File: config.mk
export PLATFORM = sky130hd
export DESIGN_NAME = cuf_curve_update_fetch
export DESIGN_NICKNAME = d
export VERILOG_FILES = /design/src/cuf_curve_update_fetch.v
export VERILOG_INCLUDE_DIRS = /design/src
export SDC_FILE = /design/constraint.sdc
export NUM_CORES = 1
export LEC_CHECK = 0
export BUFFER_PORTS_ARGS = -buffer_cell sky130_fd_sc_hd__buf_4
export CAP_MARGIN = 5
export CORE_MARGIN = 5
export CORE_UTILIZATION = 45
export CTS_CLUSTER_SIZE = 8
export DETAILED_ROUTE_END_ITERATION = 8
export HOLD_SLACK_MARGIN = 0.06
export PLACE_DENSITY = 0.73
export RECOVER_POWER = 50
export REMOVE_ABC_BUFFERS = 1
export SYNTH_ARGS = -nofsm -noshare
export SYNTH_HDL_FRONTEND = slang
export SYNTH_SLANG_ARGS = --single-unit
File: constraint.sdc
create_clock -name sys_clk -period 14.1 [get_ports sys_clk]
set_clock_uncertainty 0.15 [all_clocks]
set_input_delay 2.82 -clock sys_clk [delete_from_list [all_inputs] [get_ports sys_clk]]
set_output_delay 2.82 -clock sys_clk [all_outputs]
set_load 0.05 [all_outputs]
File: src/cuf_defines.vh
// Purpose: Shared constants of the curve update fetch block
// Assumes: Included by cuf_curve_update_fetch.v only
// Notes:   Register offsets are APB byte addresses
`ifndef CUF_DEFINES_VH
`define CUF_DEFINES_VH

// Register byte offsets
`define CUF_CTRL_OFS      12'h000
`define CUF_CFG_OFS       12'h004
`define CUF_UPD_OFS       12'h008
`define CUF_STAT_OFS      12'h00c
`define CUF_CNT_OFS       12'h010

// Field positions
`define CUF_CTRL_EN_BIT   0
`define CUF_CTRL_MODE_LSB 1
`define CUF_CFG_SP_LSB    8
`define CUF_CFG_TU_LSB    16
`define CUF_STAT_WARN_BIT 2

// Update mode codes
`define CUF_MODE_NOOLD    2'h0
`define CUF_MODE_OLD      2'h1
`define CUF_MODE_CTRL     2'h2

// Reset values
`define CUF_DEF_RST       6'h3f
`define CUF_SP_RST        8'h01

// Transfer block word indices, presence bit, curve and pixel constants
`define CUF_W_CHECK       8'h00
`define CUF_W_LAST_NOOLD  8'h06
`define CUF_W_SPACING     8'h07
`define CUF_W_COUNTER     8'h08
`define CUF_W_LAST_CYC    8'h09
`define CUF_W_OLD_BASE    8'h0a
`define CUF_W_LAST_BLOCK  8'hff
`define CUF_PRES_LSB      8
`define CUF_LAST_CURVE    3'h5
`define CUF_NCURVES       3'h6
`define CUF_PIX_PER_STEP  16'h0050

// Timing: update time in ms and clock rate in kHz
`define CUF_UPD_TIME_MS   1000
`define CUF_CLK_KHZ       40000

`endif

File: src/cuf_curve_update_fetch.v
// Purpose: Fetches the curve transfer block and plots curve values
// Assumes: Word port on sys_clk; comm flag pin is asynchronous
// Notes:   One plot point is held at a time; fetching stalls on it
// Functional notes
// - No-old mode fetches words 0 to 6
// - High check byte: presence bits 8 to 13
// - Curve n value comes from word n+1
// - Absent curves' value words are ignored
// - Plot only curves defined in configuration
// - Old mode reads whole block once, plots olds
// - Cyclic updating starts after olds plotted
// - Old-mode cyclic updates fetch words 0 to 9
// - Controller trigger fetches block, plots olds
// - Flag rising edge starts an update
// - Controller mode: word 7 low byte spacing
// - One time step equals 80 pixels
// - Controller mode ignores configured time unit
// - Block read at configured update interval
// - Old mode checks counter word against previous
// - Faster controller: interpolate, raise warning
// - Slower controller: follow its pace
// - No-old mode: missed interval interpolates, warns
// - Current values are 16-bit words 1-6
// - Olds start at word 10; block max 256
`include "cuf_defines.vh"
`default_nettype none

module cuf_curve_update_fetch #(
  parameter [31:0] UPD_CYC = `CUF_UPD_TIME_MS * `CUF_CLK_KHZ
)(
  input  wire        sys_clk,
  input  wire        srst,
  input  wire        clk_en,
  input  wire        psel,
  input  wire        penable,
  input  wire        pwrite,
  input  wire [11:0] paddr,
  input  wire [31:0] pwdata,
  output reg  [31:0] prdata,
  output wire        pready,
  output wire        pslverr,
  output wire        fetch_req,
  output reg  [7:0]  fetch_addr,
  input  wire        fetch_ack,
  input  wire [15:0] fetch_data,
  input  wire        comm_flag_pin,
  output reg         plot_valid,
  input  wire        plot_ready,
  output reg  [2:0]  plot_curve,
  output reg  [15:0] plot_value,
  output reg         plot_old,
  output reg         plot_interp,
  output reg  [15:0] plot_x,
  output reg  [7:0]  plot_step,
  output wire        interp_warn
);

  // One-hot fetch states
  localparam [3:0] S_IDLE = 4'b0001;
  localparam [3:0] S_REQ  = 4'b0010;
  localparam [3:0] S_FIN  = 4'b0100;
  localparam [3:0] S_EMIT = 4'b1000;

  // Curve present in the check word and defined in the window
  function curve_on;
    input [15:0] chk;
    input [5:0]  def;
    input [2:0]  n;
    begin
      curve_on = chk[`CUF_PRES_LSB + n] & def[n];
    end
  endfunction

  // Software-visible configuration
  reg        en_reg;       // Block enable
  reg [1:0]  mode_reg;     // Update mode
  reg [5:0]  def_reg;      // Curves defined in the window
  reg [7:0]  cfg_sp_reg;   // Spacing for timer-driven modes
  reg [1:0]  tunit_reg;    // Time unit, stored only
  reg [31:0] upd_reg;      // Update interval in cycles
  reg        warn_reg;     // Sticky interpolation warning

  // Fetch engine state
  reg [3:0]  state_reg;
  reg [7:0]  last_reg;     // Last word of this pass
  reg        full_reg;     // Pass reads the whole block
  reg        end_reg;      // Last word has been taken
  reg        built_reg;    // Old values already plotted
  reg [15:0] chk_reg;      // Check word
  reg [7:0]  sp_reg;       // Spacing from the block
  reg [15:0] cnt_reg;      // Counter of previous update
  reg [15:0] cnt_new_reg;  // Counter of this update
  reg [7:0]  opos_reg;     // Old value position in curve
  reg [2:0]  ocur_reg;     // Curve of the old value area
  reg [2:0]  idx_reg;      // Curve being emitted
  reg        iph_reg;      // Interpolated point done
  reg        interp_reg;   // This update interpolates
  reg        miss_reg;     // Interval missed while busy
  reg [5:0]  pval_reg;     // Previous value exists
  reg [31:0] tmr_reg;      // Update interval timer
  reg        flag_s1_reg;  // Flag synchroniser, stage 1
  reg        flag_s2_reg;  // Flag synchroniser, stage 2
  reg        flag_s3_reg;  // Delayed copy for edge detect
  reg [15:0] cur_mem [0:5];  // Latest current values
  reg [15:0] prev_mem [0:5]; // Values plotted last time
  reg [31:0] rd_next;

  // APB decode; zero wait states
  wire apb_acc = psel & penable;
  wire hit_ctrl = (paddr == `CUF_CTRL_OFS);
  wire hit_cfg  = (paddr == `CUF_CFG_OFS);
  wire hit_upd  = (paddr == `CUF_UPD_OFS);
  wire hit_stat = (paddr == `CUF_STAT_OFS);
  wire hit_cnt  = (paddr == `CUF_CNT_OFS);
  wire mapped = hit_ctrl | hit_cfg | hit_upd | hit_stat | hit_cnt;
  wire apb_wr = apb_acc & pwrite & mapped;
  wire ctrl_wr = apb_wr & hit_ctrl;
  assign pready = 1'b1;
  assign pslverr = apb_acc & ~mapped;

  // Derived signals
  wire slot = ~plot_valid | plot_ready;
  wire flag_rise = flag_s2_reg & ~flag_s3_reg;
  wire tick = (tmr_reg + 32'h0000_0001) >= upd_reg;
  wire busy = ~state_reg[0];
  wire ctrl_mode = (mode_reg == `CUF_MODE_CTRL);
  wire old_mode = (mode_reg == `CUF_MODE_OLD);
  // Controller mode takes spacing from the block, time unit unused
  wire [7:0] sp_use = ctrl_mode ? sp_reg : cfg_sp_reg;
  wire [15:0] ox = {8'h00, opos_reg} * {8'h00, sp_use};
  wire [15:0] ostep = ox / `CUF_PIX_PER_STEP;
  wire in_old = (ocur_reg < `CUF_NCURVES) & (opos_reg < chk_reg[7:0]);
  wire [15:0] cdelta = cnt_new_reg - cnt_reg;
  wire [15:0] cv = cur_mem[idx_reg];
  wire [15:0] pvv = prev_mem[idx_reg];
  wire [16:0] isum = {cv[15], cv} + {pvv[15], pvv};
  wire fin_warn = state_reg[2] & ~full_reg &
    ((old_mode & (cdelta > 16'h0001)) | (~old_mode & miss_reg));
  assign interp_warn = warn_reg;
  assign fetch_req = state_reg[1] & ~end_reg & ~plot_valid;

  // Comm flag synchroniser
  always @(posedge sys_clk)
  begin
    if (srst)
    begin
      flag_s1_reg <= 1'b0;
      flag_s2_reg <= 1'b0;
      flag_s3_reg <= 1'b0;
    end
    else if (clk_en)
    begin
      flag_s1_reg <= comm_flag_pin;
      flag_s2_reg <= flag_s1_reg;
      flag_s3_reg <= flag_s2_reg;
    end
  end

  // Read data mux
  always @*
  begin
    if (hit_ctrl)
      rd_next = {29'h0000_0000, mode_reg, en_reg};
    else if (hit_cfg)
      rd_next = {14'h0000, tunit_reg, cfg_sp_reg, 2'b00, def_reg};
    else if (hit_upd)
      rd_next = upd_reg;
    else if (hit_stat)
      rd_next = {10'h000, chk_reg[13:8], chk_reg[7:0], state_reg,
                 1'b0, warn_reg, built_reg, busy};
    else if (hit_cnt)
      rd_next = {8'h00, sp_reg, cnt_reg};
    else
      rd_next = 32'h0000_0000;
  end

  // Register file; read data latched in the setup cycle
  always @(posedge sys_clk)
  begin
    if (srst)
    begin
      en_reg     <= 1'b0;
      mode_reg   <= `CUF_MODE_NOOLD;
      def_reg    <= `CUF_DEF_RST;
      cfg_sp_reg <= `CUF_SP_RST;
      tunit_reg  <= 2'b00;
      upd_reg    <= UPD_CYC;
      warn_reg   <= 1'b0;
      prdata     <= 32'h0000_0000;
    end
    else if (clk_en)
    begin
      if (psel & ~penable)
        prdata <= rd_next;
      if (ctrl_wr)
      begin
        en_reg   <= pwdata[`CUF_CTRL_EN_BIT];
        mode_reg <= pwdata[`CUF_CTRL_MODE_LSB +: 2];
      end
      if (apb_wr & hit_cfg)
      begin
        def_reg    <= pwdata[5:0];
        cfg_sp_reg <= pwdata[`CUF_CFG_SP_LSB +: 8];
        tunit_reg  <= pwdata[`CUF_CFG_TU_LSB +: 2];
      end
      if (apb_wr & hit_upd)
        upd_reg <= pwdata;
      // Write one clears; a new warning in the same cycle wins
      warn_reg <= (warn_reg & ~(apb_wr & hit_stat & pwdata[`CUF_STAT_WARN_BIT]))
                  | fin_warn;
    end
  end

  // Update timer, runs only in timer-driven modes
  always @(posedge sys_clk)
  begin
    if (srst)
      tmr_reg <= 32'h0000_0000;
    else if (clk_en)
    begin
      if (~en_reg | ctrl_mode | tick)
        tmr_reg <= 32'h0000_0000;
      else
        tmr_reg <= tmr_reg + 32'h0000_0001;
    end
  end

  // Fetch, timing check and plot engine
  always @(posedge sys_clk)
  begin
    if (srst)
    begin
      state_reg   <= S_IDLE;
      last_reg    <= `CUF_W_LAST_NOOLD;
      full_reg    <= 1'b0;
      end_reg     <= 1'b0;
      built_reg   <= 1'b0;
      chk_reg     <= 16'h0000;
      sp_reg      <= 8'h00;
      cnt_reg     <= 16'h0000;
      cnt_new_reg <= 16'h0000;
      opos_reg    <= 8'h00;
      ocur_reg    <= 3'h0;
      idx_reg     <= 3'h0;
      iph_reg     <= 1'b0;
      interp_reg  <= 1'b0;
      miss_reg    <= 1'b0;
      pval_reg    <= 6'h00;
      fetch_addr  <= 8'h00;
      plot_valid  <= 1'b0;
      plot_curve  <= 3'h0;
      plot_value  <= 16'h0000;
      plot_old    <= 1'b0;
      plot_interp <= 1'b0;
      plot_x      <= 16'h0000;
      plot_step   <= 8'h00;
    end
    else if (clk_en)
    begin
      // Plot slot empties when taken
      if (plot_valid & plot_ready)
        plot_valid <= 1'b0;
      // Rebuild the display after any control write
      if (ctrl_wr)
        built_reg <= 1'b0;
      // Interval elapsed while a fetch is still running
      if (tick & busy & ~ctrl_mode)
        miss_reg <= 1'b0 | ~old_mode;
      case (state_reg)
        S_IDLE:
        begin
          end_reg    <= 1'b0;
          fetch_addr <= `CUF_W_CHECK;
          opos_reg   <= 8'h00;
          ocur_reg   <= 3'h0;
          if (en_reg & ctrl_mode & flag_rise)
          begin
            // Controller-initiated pass over the whole block
            full_reg  <= 1'b1;
            last_reg  <= `CUF_W_LAST_BLOCK;
            state_reg <= S_REQ;
          end
          else if (en_reg & old_mode & ~built_reg & ~ctrl_wr)
          begin
            full_reg  <= 1'b1;
            last_reg  <= `CUF_W_LAST_BLOCK;
            state_reg <= S_REQ;
          end
          else if (en_reg & tick & ~ctrl_mode & (~old_mode | built_reg))
          begin
            full_reg  <= 1'b0;
            last_reg  <= old_mode ? `CUF_W_LAST_CYC : `CUF_W_LAST_NOOLD;
            state_reg <= S_REQ;
          end
        end
        S_REQ:
        begin
          if (end_reg & ~plot_valid)
            state_reg <= S_FIN;
          else if (fetch_ack & fetch_req)
          begin
            fetch_addr <= fetch_addr + 8'h01;
            end_reg    <= (fetch_addr == last_reg);
            if (fetch_addr == `CUF_W_CHECK)
              chk_reg <= fetch_data;
            else if (fetch_addr <= `CUF_W_LAST_NOOLD)
            begin
              // Only present and defined curves keep their value
              if (curve_on(chk_reg, def_reg, fetch_addr[2:0] - 3'h1))
                cur_mem[fetch_addr[2:0] - 3'h1] <= fetch_data;
            end
            else if (fetch_addr == `CUF_W_SPACING)
            begin
              if (ctrl_mode)
                sp_reg <= fetch_data[7:0];
            end
            else if (fetch_addr == `CUF_W_COUNTER)
              cnt_new_reg <= fetch_data;
            else if ((fetch_addr >= `CUF_W_OLD_BASE) & full_reg & in_old)
            begin
              // Old values are laid out curve after curve
              if (curve_on(chk_reg, def_reg, ocur_reg))
              begin
                plot_valid  <= 1'b1;
                plot_curve  <= ocur_reg;
                plot_value  <= fetch_data;
                plot_old    <= 1'b1;
                plot_interp <= 1'b0;
                plot_x      <= ox;
                plot_step   <= ostep[7:0];
              end
              if ((opos_reg + 8'h01) == chk_reg[7:0])
              begin
                opos_reg <= 8'h00;
                ocur_reg <= ocur_reg + 3'h1;
              end
              else
                opos_reg <= opos_reg + 8'h01;
            end
          end
        end
        S_FIN:
        begin
          idx_reg <= 3'h0;
          iph_reg <= 1'b0;
          if (full_reg)
          begin
            // Baseline counter for later cyclic checks
            cnt_reg   <= cnt_new_reg;
            built_reg <= built_reg | (old_mode & ~ctrl_wr);
            state_reg <= S_IDLE;
          end
          else if (old_mode)
          begin
            cnt_reg <= cnt_new_reg;
            if (cdelta == 16'h0000)
              state_reg <= S_IDLE;
            else
            begin
              interp_reg <= (cdelta > 16'h0001);
              state_reg  <= S_EMIT;
            end
          end
          else
          begin
            interp_reg <= miss_reg;
            miss_reg   <= 1'b0;
            state_reg  <= S_EMIT;
          end
        end
        S_EMIT:
        begin
          if (slot)
          begin
            if (curve_on(chk_reg, def_reg, idx_reg) & interp_reg
                & pval_reg[idx_reg] & ~iph_reg)
            begin
              // Midpoint stands in for the value that was missed
              plot_valid  <= 1'b1;
              plot_curve  <= idx_reg;
              plot_value  <= isum[16:1];
              plot_old    <= 1'b0;
              plot_interp <= 1'b1;
              plot_x      <= 16'h0000;
              plot_step   <= 8'h00;
              iph_reg     <= 1'b1;
            end
            else
            begin
              if (curve_on(chk_reg, def_reg, idx_reg))
              begin
                plot_valid  <= 1'b1;
                plot_curve  <= idx_reg;
                plot_value  <= cv;
                plot_old    <= 1'b0;
                plot_interp <= 1'b0;
                plot_x      <= 16'h0000;
                plot_step   <= 8'h00;
                prev_mem[idx_reg] <= cv;
                pval_reg[idx_reg] <= 1'b1;
              end
              iph_reg <= 1'b0;
              if (idx_reg == `CUF_LAST_CURVE)
                state_reg <= S_IDLE;
              else
                idx_reg <= idx_reg + 3'h1;
            end
          end
        end
        default:
          state_reg <= S_IDLE;
      endcase
    end
  end

endmodule

`default_nettype wire

==> impl_metrics.tcl, run 1 <==
set metrics [dict create \
    cp-startpoint "srst" \
    clk_pin_slew_worst_paths_ns 0.05 \
    antenna_cells 0 \
    totalWireLength_um 70900 \
    hold_viol 0 \
    synth_seq_cells 455 \
    drive_above_1_share_pct 8.70 \
    gp_congestion 0.935 \
    grt_max_degree 180 \
    ys_top_cells_by_area "edfxtp_1, dfxtp_1, ha_1" \
    synth_cells 2593 \
    synth_cell_types 96 \
    clockBufferDepth 3 \
    grt_pass1_wl_um 111000 \
    layout_commonest_cell "nor2_1" \
    overflow 0 \
    hpwlAfterDp_um 49400 \
    rsz0062_at_grt "false" \
    drv_slew 313 \
    seq_area_um2 11000 \
    path_cells "clkbuf_1 > clkbuf_1 > nor2_1 > buf_4 > a41oi_1 > a31oi_1" \
    ant_nets 0 \
    cp.required_ns 14.38 \
    core_um2 55000 \
    timing.rr.end "plot_step[0]$_SDFFE_PP0P_" \
    yosysWarnings 0 \
    dr.first_iter.drc_count 1889 \
    wl_per_cell_um 20.4 \
    crit_arrival_ns 11.43 \
    ys_seq_area_share_pct 44.3 \
    area_delta_synth_final_pct 13.5 \
    cp_max_fo 179 \
    synth_flop_cell "dfxtp_1" \
    final.period_utilization_pct 79.0 \
    tightest_slew_ns 8.12 \
    fmax_ghz 0.0897 \
    first_pass_iters 6 \
    die_area_um2 60100 \
    fin_crit_ns 11.14 \
    cp_slowest_cell "clkbuf_1" \
    cts_setup_buffers 0 \
    htreeDepth 3 \
    synth_top_area_share_pct 23.2 \
    hold_path_class "reg -> reg" \
    ioPinCount 159 \
    port-buffer-count 157 \
    cp_common_cell "clkbuf_1" \
    start_util_pct 45.3 \
    worst-r2r-cell-count 26 \
    synth_area_per_cell_um2 9.60 \
    reg2reg_from "mode_reg[0]$_SDFFE_PP0P_" \
    die_w_um 245 \
    cts-hold-fix-buffers 0 \
    cp-start-kind "input port" \
    grt_pass1_vias 19800 \
    powerDensity_nw_per_um2 104 \
    drv_cap 5 \
    regToRegSetupSlack_ns 4.91 \
    whs_ns 0.303 \
    cts_tree "yes" \
    synth_edf_count 192 \
    drc 0 \
    die_h_um 245 \
    worst_setup_path_end_kind "register" \
    cts_root_buf "clkbuf_16" \
    violations "capacitance limit, slew limit" \
    async_reset_ff_share_pct 0 \
    slowest_delay_ns 5.74 \
    antenna_found_initial 1 \
    relSlewSlack_pct -441 \
    cts.repair.resized 0 \
    nNetsFinal 2921 \
    insertion_delay_ns 0.60 \
    synth_top_area_cell "edfxtp_1" \
    cts.sinks 455 \
    grtUsageTotal_pct 23.1 \
    status "complete, but fails checks" \
    setup_viol 0 \
    cts_made_buffers 67 \
    setup_tns_ns 0 \
    vias 20200 \
    fillCellCount 4885 \
    peakVddDrop_uv 80.1 \
    synth_area_um2 24900 \
    vias_per_cell 5.80 \
    rows 86 \
    critical_path_class "in -> reg" \
    multi_input_area_um2 12800 \
    mostFrequentLayoutCells "nor2_1, dfxtp_1, nand2_1, edfxtp_1, a21oi_1" \
    p_leak_nw 10.4 \
    crit_path_end "tmr_reg[16]$_SDFFE_PP0P_" \
]
## synth_stat cells (all sizes together), types with 23 or more instances
| master | instances |
|---|---|
| edfxtp | 192 |
| xnor2 | 51 |
| a32oi | 23 |
| o21ai | 88 |
| o211ai | 32 |
| mux2i | 104 |
| fa | 38 |
| nor3 | 59 |
| nor2b | 57 |
| xor2 | 31 |
| clkbuf | 125 |
| mux4 | 35 |
| a22oi | 26 |
| a21oi | 192 |
| dfxtp | 263 |
| and3 | 34 |
| nand3 | 58 |
| nand2 | 261 |
| a31oi | 34 |
| a211oi | 29 |
| nor2 | 305 |
| a21o | 29 |
| ha | 115 |
| inv | 149 |
| nand2b | 23 |
## cell type report
type / instances / area share (%)
clock buffer: 98 / 6.50
clock inverter: 7 / 0.381
inverter: 150 / 1.99
multi-input combinational: 1843 / 45.4
sequential: 455 / 39.1
tap: 748 / 3.31
timing repair buffer: 182 / 3.35
## power breakdown
part           switching (mW)  internal, mW  total, mW
logic                  0.0532        0.0184     0.0716
clock network           0.593         0.900       1.49
registers             0.00240          1.37       1.37
total                   0.649          2.29       2.94
## worst max-delay path: cells and delay by family
kind	cells	cell delay, ns
compound gates	2	0.30
simple gates	1	0.18
buf+inv	3	7.93
## stage by stage
stage	instance area (um2)	power [mW]	util, %	instances	worst slack [ns]
floorplan	24300	1.42	-	2448	6.24
global placement	26700	1.47	48.6	3378	5.20
detailed placement	26700	1.47	48.6	3378	5.01
CTS	28700	2.97	52.2	3483	4.98
global route	28200	3.03	51.4	3483	2.17
finish	28200	2.94	51.4	3483	2.96
## kinds of logic after synthesis
logic type | Yosys count | synth area share, %
fa+ha+maj | 155 | 8.92
compound gates | 561 | 14.8
other cells | 1 | 0.0151
mux | 142 | 7.49
xor+xnor | 82 | 2.98
buf+inv | 295 | 4.61
simple gates | 902 | 16.8
flops | 455 | 44.3
## worst min path at each step
stage	from	endpoint	cells after the start
final	pval_reg[1]$_SDFFE_PP0P_	pval_reg[1]$_SDFFE_PP0P_	1
after CTS	pval_reg[1]$_SDFFE_PP0P_	pval_reg[1]$_SDFFE_PP0P_	1
after floorplan	pval_reg[2]$_SDFFE_PP0P_	pval_reg[2]$_SDFFE_PP0P_	1
after global routing	pval_reg[1]$_SDFFE_PP0P_	pval_reg[1]$_SDFFE_PP0P_	1
after global placement	pval_reg[2]$_SDFFE_PP0P_	pval_reg[2]$_SDFFE_PP0P_	1
after detailed placement	pval_reg[3]$_SDFFE_PP0P_	pval_reg[3]$_SDFFE_PP0P_	1
## routing by layer
metal / wire (um) / track usage [%]
met1: 29900 / 31.0
met2: 32700 / 37.3
met3: 5390 / 4.12
met4: 2870 / 9.19
met5: 18 / 0
Note: power is estimated with default switching activity, not from simulation.
==> run 2, diff against run 1 <==
--- a/config.mk
+++ b/config.mk
@@ -6,6 +6,7 @@
 export SDC_FILE = /design/constraint.sdc
 export NUM_CORES = 1
 export LEC_CHECK = 0
+export ABC_AREA = 1
 export BUFFER_PORTS_ARGS = -buffer_cell sky130_fd_sc_hd__buf_4
 export CAP_MARGIN = 5
 export CORE_MARGIN = 5
==> constraint.sdc (replaced) <==
create_clock -name sys_clk -period 10.4 [get_ports sys_clk]
set_clock_uncertainty 0.15 [all_clocks]
set_input_delay 2.08 -clock sys_clk [delete_from_list [all_inputs] [get_ports sys_clk]]
set_output_delay 2.08 -clock sys_clk [all_outputs]
set_load 0.05 [all_outputs]
==> run 2 against run 1 <==
Compared with the run above: first-iteration DRC count rose by 7.1%; the run still ends with capacitance limit, slew limit left; clock power increased by 36%; sequential power increased by 42%; sequential share of layout area increased by 1.1 points; critical path type is now reg -> reg; core utilization rose by 0.62 points; hold slack improved by 0.0031 ns; setup slack worse by 0.86 ns; power rose by 55%; cell count increased by 6.4%.
==> impl_metrics.tcl, run 2 <==
set metrics [dict create \
    synth_seq_cells 455 \
    regToRegSetupSlack_ns 2.09 \
    cp-start-kind "register" \
    yosysMostFrequentCell "nand2_1" \
    yosysWarnings 0 \
    overflow 0 \
    crit_arrival_ns 8.52 \
    start_util_pct 45.6 \
    antenna_found_initial 0 \
    synth_fa_ha_area_share_pct 9.12 \
    fin_crit_ns 8.31 \
    rsz0062_at_grt "false" \
    timing.rr.end "plot_step[0]$_SDFFE_PP0P_" \
    p_total_mw 4.55 \
    synth_cells 2849 \
    ant_nets 0 \
    grt_pass1_wl_um 108000 \
    worst-r2r-cell-count 51 \
    synth-simple-area-share_pct 18.2 \
    grtUsageTotal_pct 22.6 \
    cp_common_cell "nand2_1" \
    synth_xor_area_share_pct 2.29 \
    synth_edf_count 192 \
    cp-startpoint "mode_reg[1]$_SDFFE_PP0P_" \
    cts-hold-fix-buffers 0 \
    async_reset_ff_share_pct 0 \
    crit_path_end "plot_step[0]$_SDFFE_PP0P_" \
    cp_slowest_cell "o21ai_0" \
    synth_mux_area_share_pct 0 \
    die_h_um 242 \
    synth_area_um2 24100 \
    synth_compound_area_share_pct 17.3 \
    cts_setup_buffers 0 \
    hpwlAfterDp_um 46900 \
    setup_tns_ns 0 \
    cts_made_buffers 67 \
    synth_top_family_by_area "simple AND/OR/NAND/NOR gates" \
    insertion_delay_ns 0.61 \
    die_w_um 242 \
    ys_seq_area_share_pct 45.7 \
    drv_slew 321 \
    core_um2 52900 \
    cts_tree "yes" \
    clk_pin_slew_worst_paths_ns 0.05 \
    worst_setup_path_end_kind "register" \
    cts.sinks 455 \
    critical_path_class "reg -> reg" \
    status "complete, but fails checks" \
    ioPinCount 159 \
    synth_top_area_cell "edfxtp_1" \
    setup_viol 0 \
    hold_viol 0 \
    drive_above_1_share_pct 7.95 \
    htreeDepth 3 \
    vias 20800 \
    wl_per_cell_um 18.3 \
    ys_top_cells_by_area "edfxtp_1, dfxtp_1, nand2_1" \
    antenna_cells 0 \
    mostFrequentLayoutCells "nand2_1, inv_1, nor2_1, dfxtp_1, a21oi_1" \
    gp_congestion 0.920 \
    synth_common_cells "nand2_1, inv_1, nor2_1" \
    rows 84 \
    port-buffer-count 157 \
    tightest_slew_ns 2.98 \
    powerDensity_nw_per_um2 166 \
    grt_max_degree 97 \
    layout_commonest_cell "nand2_1" \
    synth_flop_cell "dfxtp_1" \
    die_area_um2 58300 \
    clockBufferDepth 3 \
    first_pass_iters 6 \
    grt_pass1_vias 20000 \
    drc 0 \
    cp.required_ns 10.61 \
    synth_top_area_share_pct 23.9 \
    synth_area_per_cell_um2 8.47 \
    relSlewSlack_pct -99.0 \
    nNetsFinal 3206 \
    drv_cap 6 \
    slowest_delay_ns 0.72 \
    vias_per_cell 5.61 \
    peakVddDrop_uv 113 \
    p_leak_nw 11.0 \
    cts_root_buf "clkbuf_16" \
    placed_cell_area_um2 26000 \
    cp_max_fo 16 \
    cts.repair.resized 0 \
    synth_cell_types 56 \
    fmax_ghz 0.120 \
    violations "capacitance limit, slew limit" \
    fin_area_um2 27500 \
    hold_path_class "reg -> reg" \
    final.period_utilization_pct 79.9 \
    area_delta_synth_final_pct 13.9 \
    totalWireLength_um 67800 \
    reg2reg_from "mode_reg[1]$_SDFFE_PP0P_" \
    dr.first_iter.drc_count 2024 \
]
[run 2: worst min path at each step]
stage | to | from | cells after the start
final | pval_reg[5]$_SDFFE_PP0P_ | pval_reg[5]$_SDFFE_PP0P_ | 2
after floorplan | pval_reg[5]$_SDFFE_PP0P_ | pval_reg[5]$_SDFFE_PP0P_ | 2
after global placement | pval_reg[2]$_SDFFE_PP0P_ | pval_reg[2]$_SDFFE_PP0P_ | 2
after detailed placement | pval_reg[5]$_SDFFE_PP0P_ | pval_reg[5]$_SDFFE_PP0P_ | 2
after global routing | plot_value[13]$_SDFFE_PP0P_ | plot_value[13]$_SDFFE_PP0P_ | 2
after CTS | pval_reg[5]$_SDFFE_PP0P_ | pval_reg[5]$_SDFFE_PP0P_ | 2
[run 2: metrics by stage]
stage / util (%) / cells / hold WS [ns] / worst slack, ns
finish: 52.0 / 3705 / 0.306 / 2.09
detailed placement: 49.1 / 3603 / 0.298 / 2.24
global placement: 49.1 / 3603 / 0.288 / 2.49
floorplan: - / 2727 / 0.278 / 2.77
CTS: 52.8 / 3705 / 0.310 / 2.21
global route: 52.0 / 3705 / 0.332 / 1.30
[run 2: worst max-delay path, delay by kind of cell (launching register included)]
kind	cells	cell delay, ns
AO/OA/AOI/OAI	6	1.56
adder cells (fa/ha/maj)	5	2.43
buffers and inverters	8	0.60
flip-flops	1	0.36
AND/OR/NAND/NOR	32	2.91
[run 2: area by class of cell]
cell class	instances	area, um2
Fill cell	4923	25400
Sequential cell	455	11000
Tap cell	688	861
Timing Repair Buffer	188	991
Multi-Input combinational cell	1924	11300
Clock buffer	96	1830
Inverter	348	1310
Clock inverter	6	118
[run 2: cells by family (layout without fill, tap and decap cells)]
kind of cell    Yosys count  count (layout)
buf+inv                 470             638
xor+xnor                 63              63
fa+ha+maj               153             153
compound gates          678             678
simple gates           1029            1029
flops                   455             455
other cells               1               1
[run 2: per-layer routing]
layer  vias to the layer above  part of all wire [%]  track usage, %
met4                         0                   3.0            7.42
met5                         -                     0               0
met3                       145                   8.3            3.76
li1                      10000                     -               -
met2                       814                    46            36.6
met1                      9807                    43            31.3
[run 2: where the power goes]
part,switching (mW),internal [mW]
sequential,0.0497,1.90
combinational,0.407,0.179
clock,0.803,1.22
total,1.26,3.30
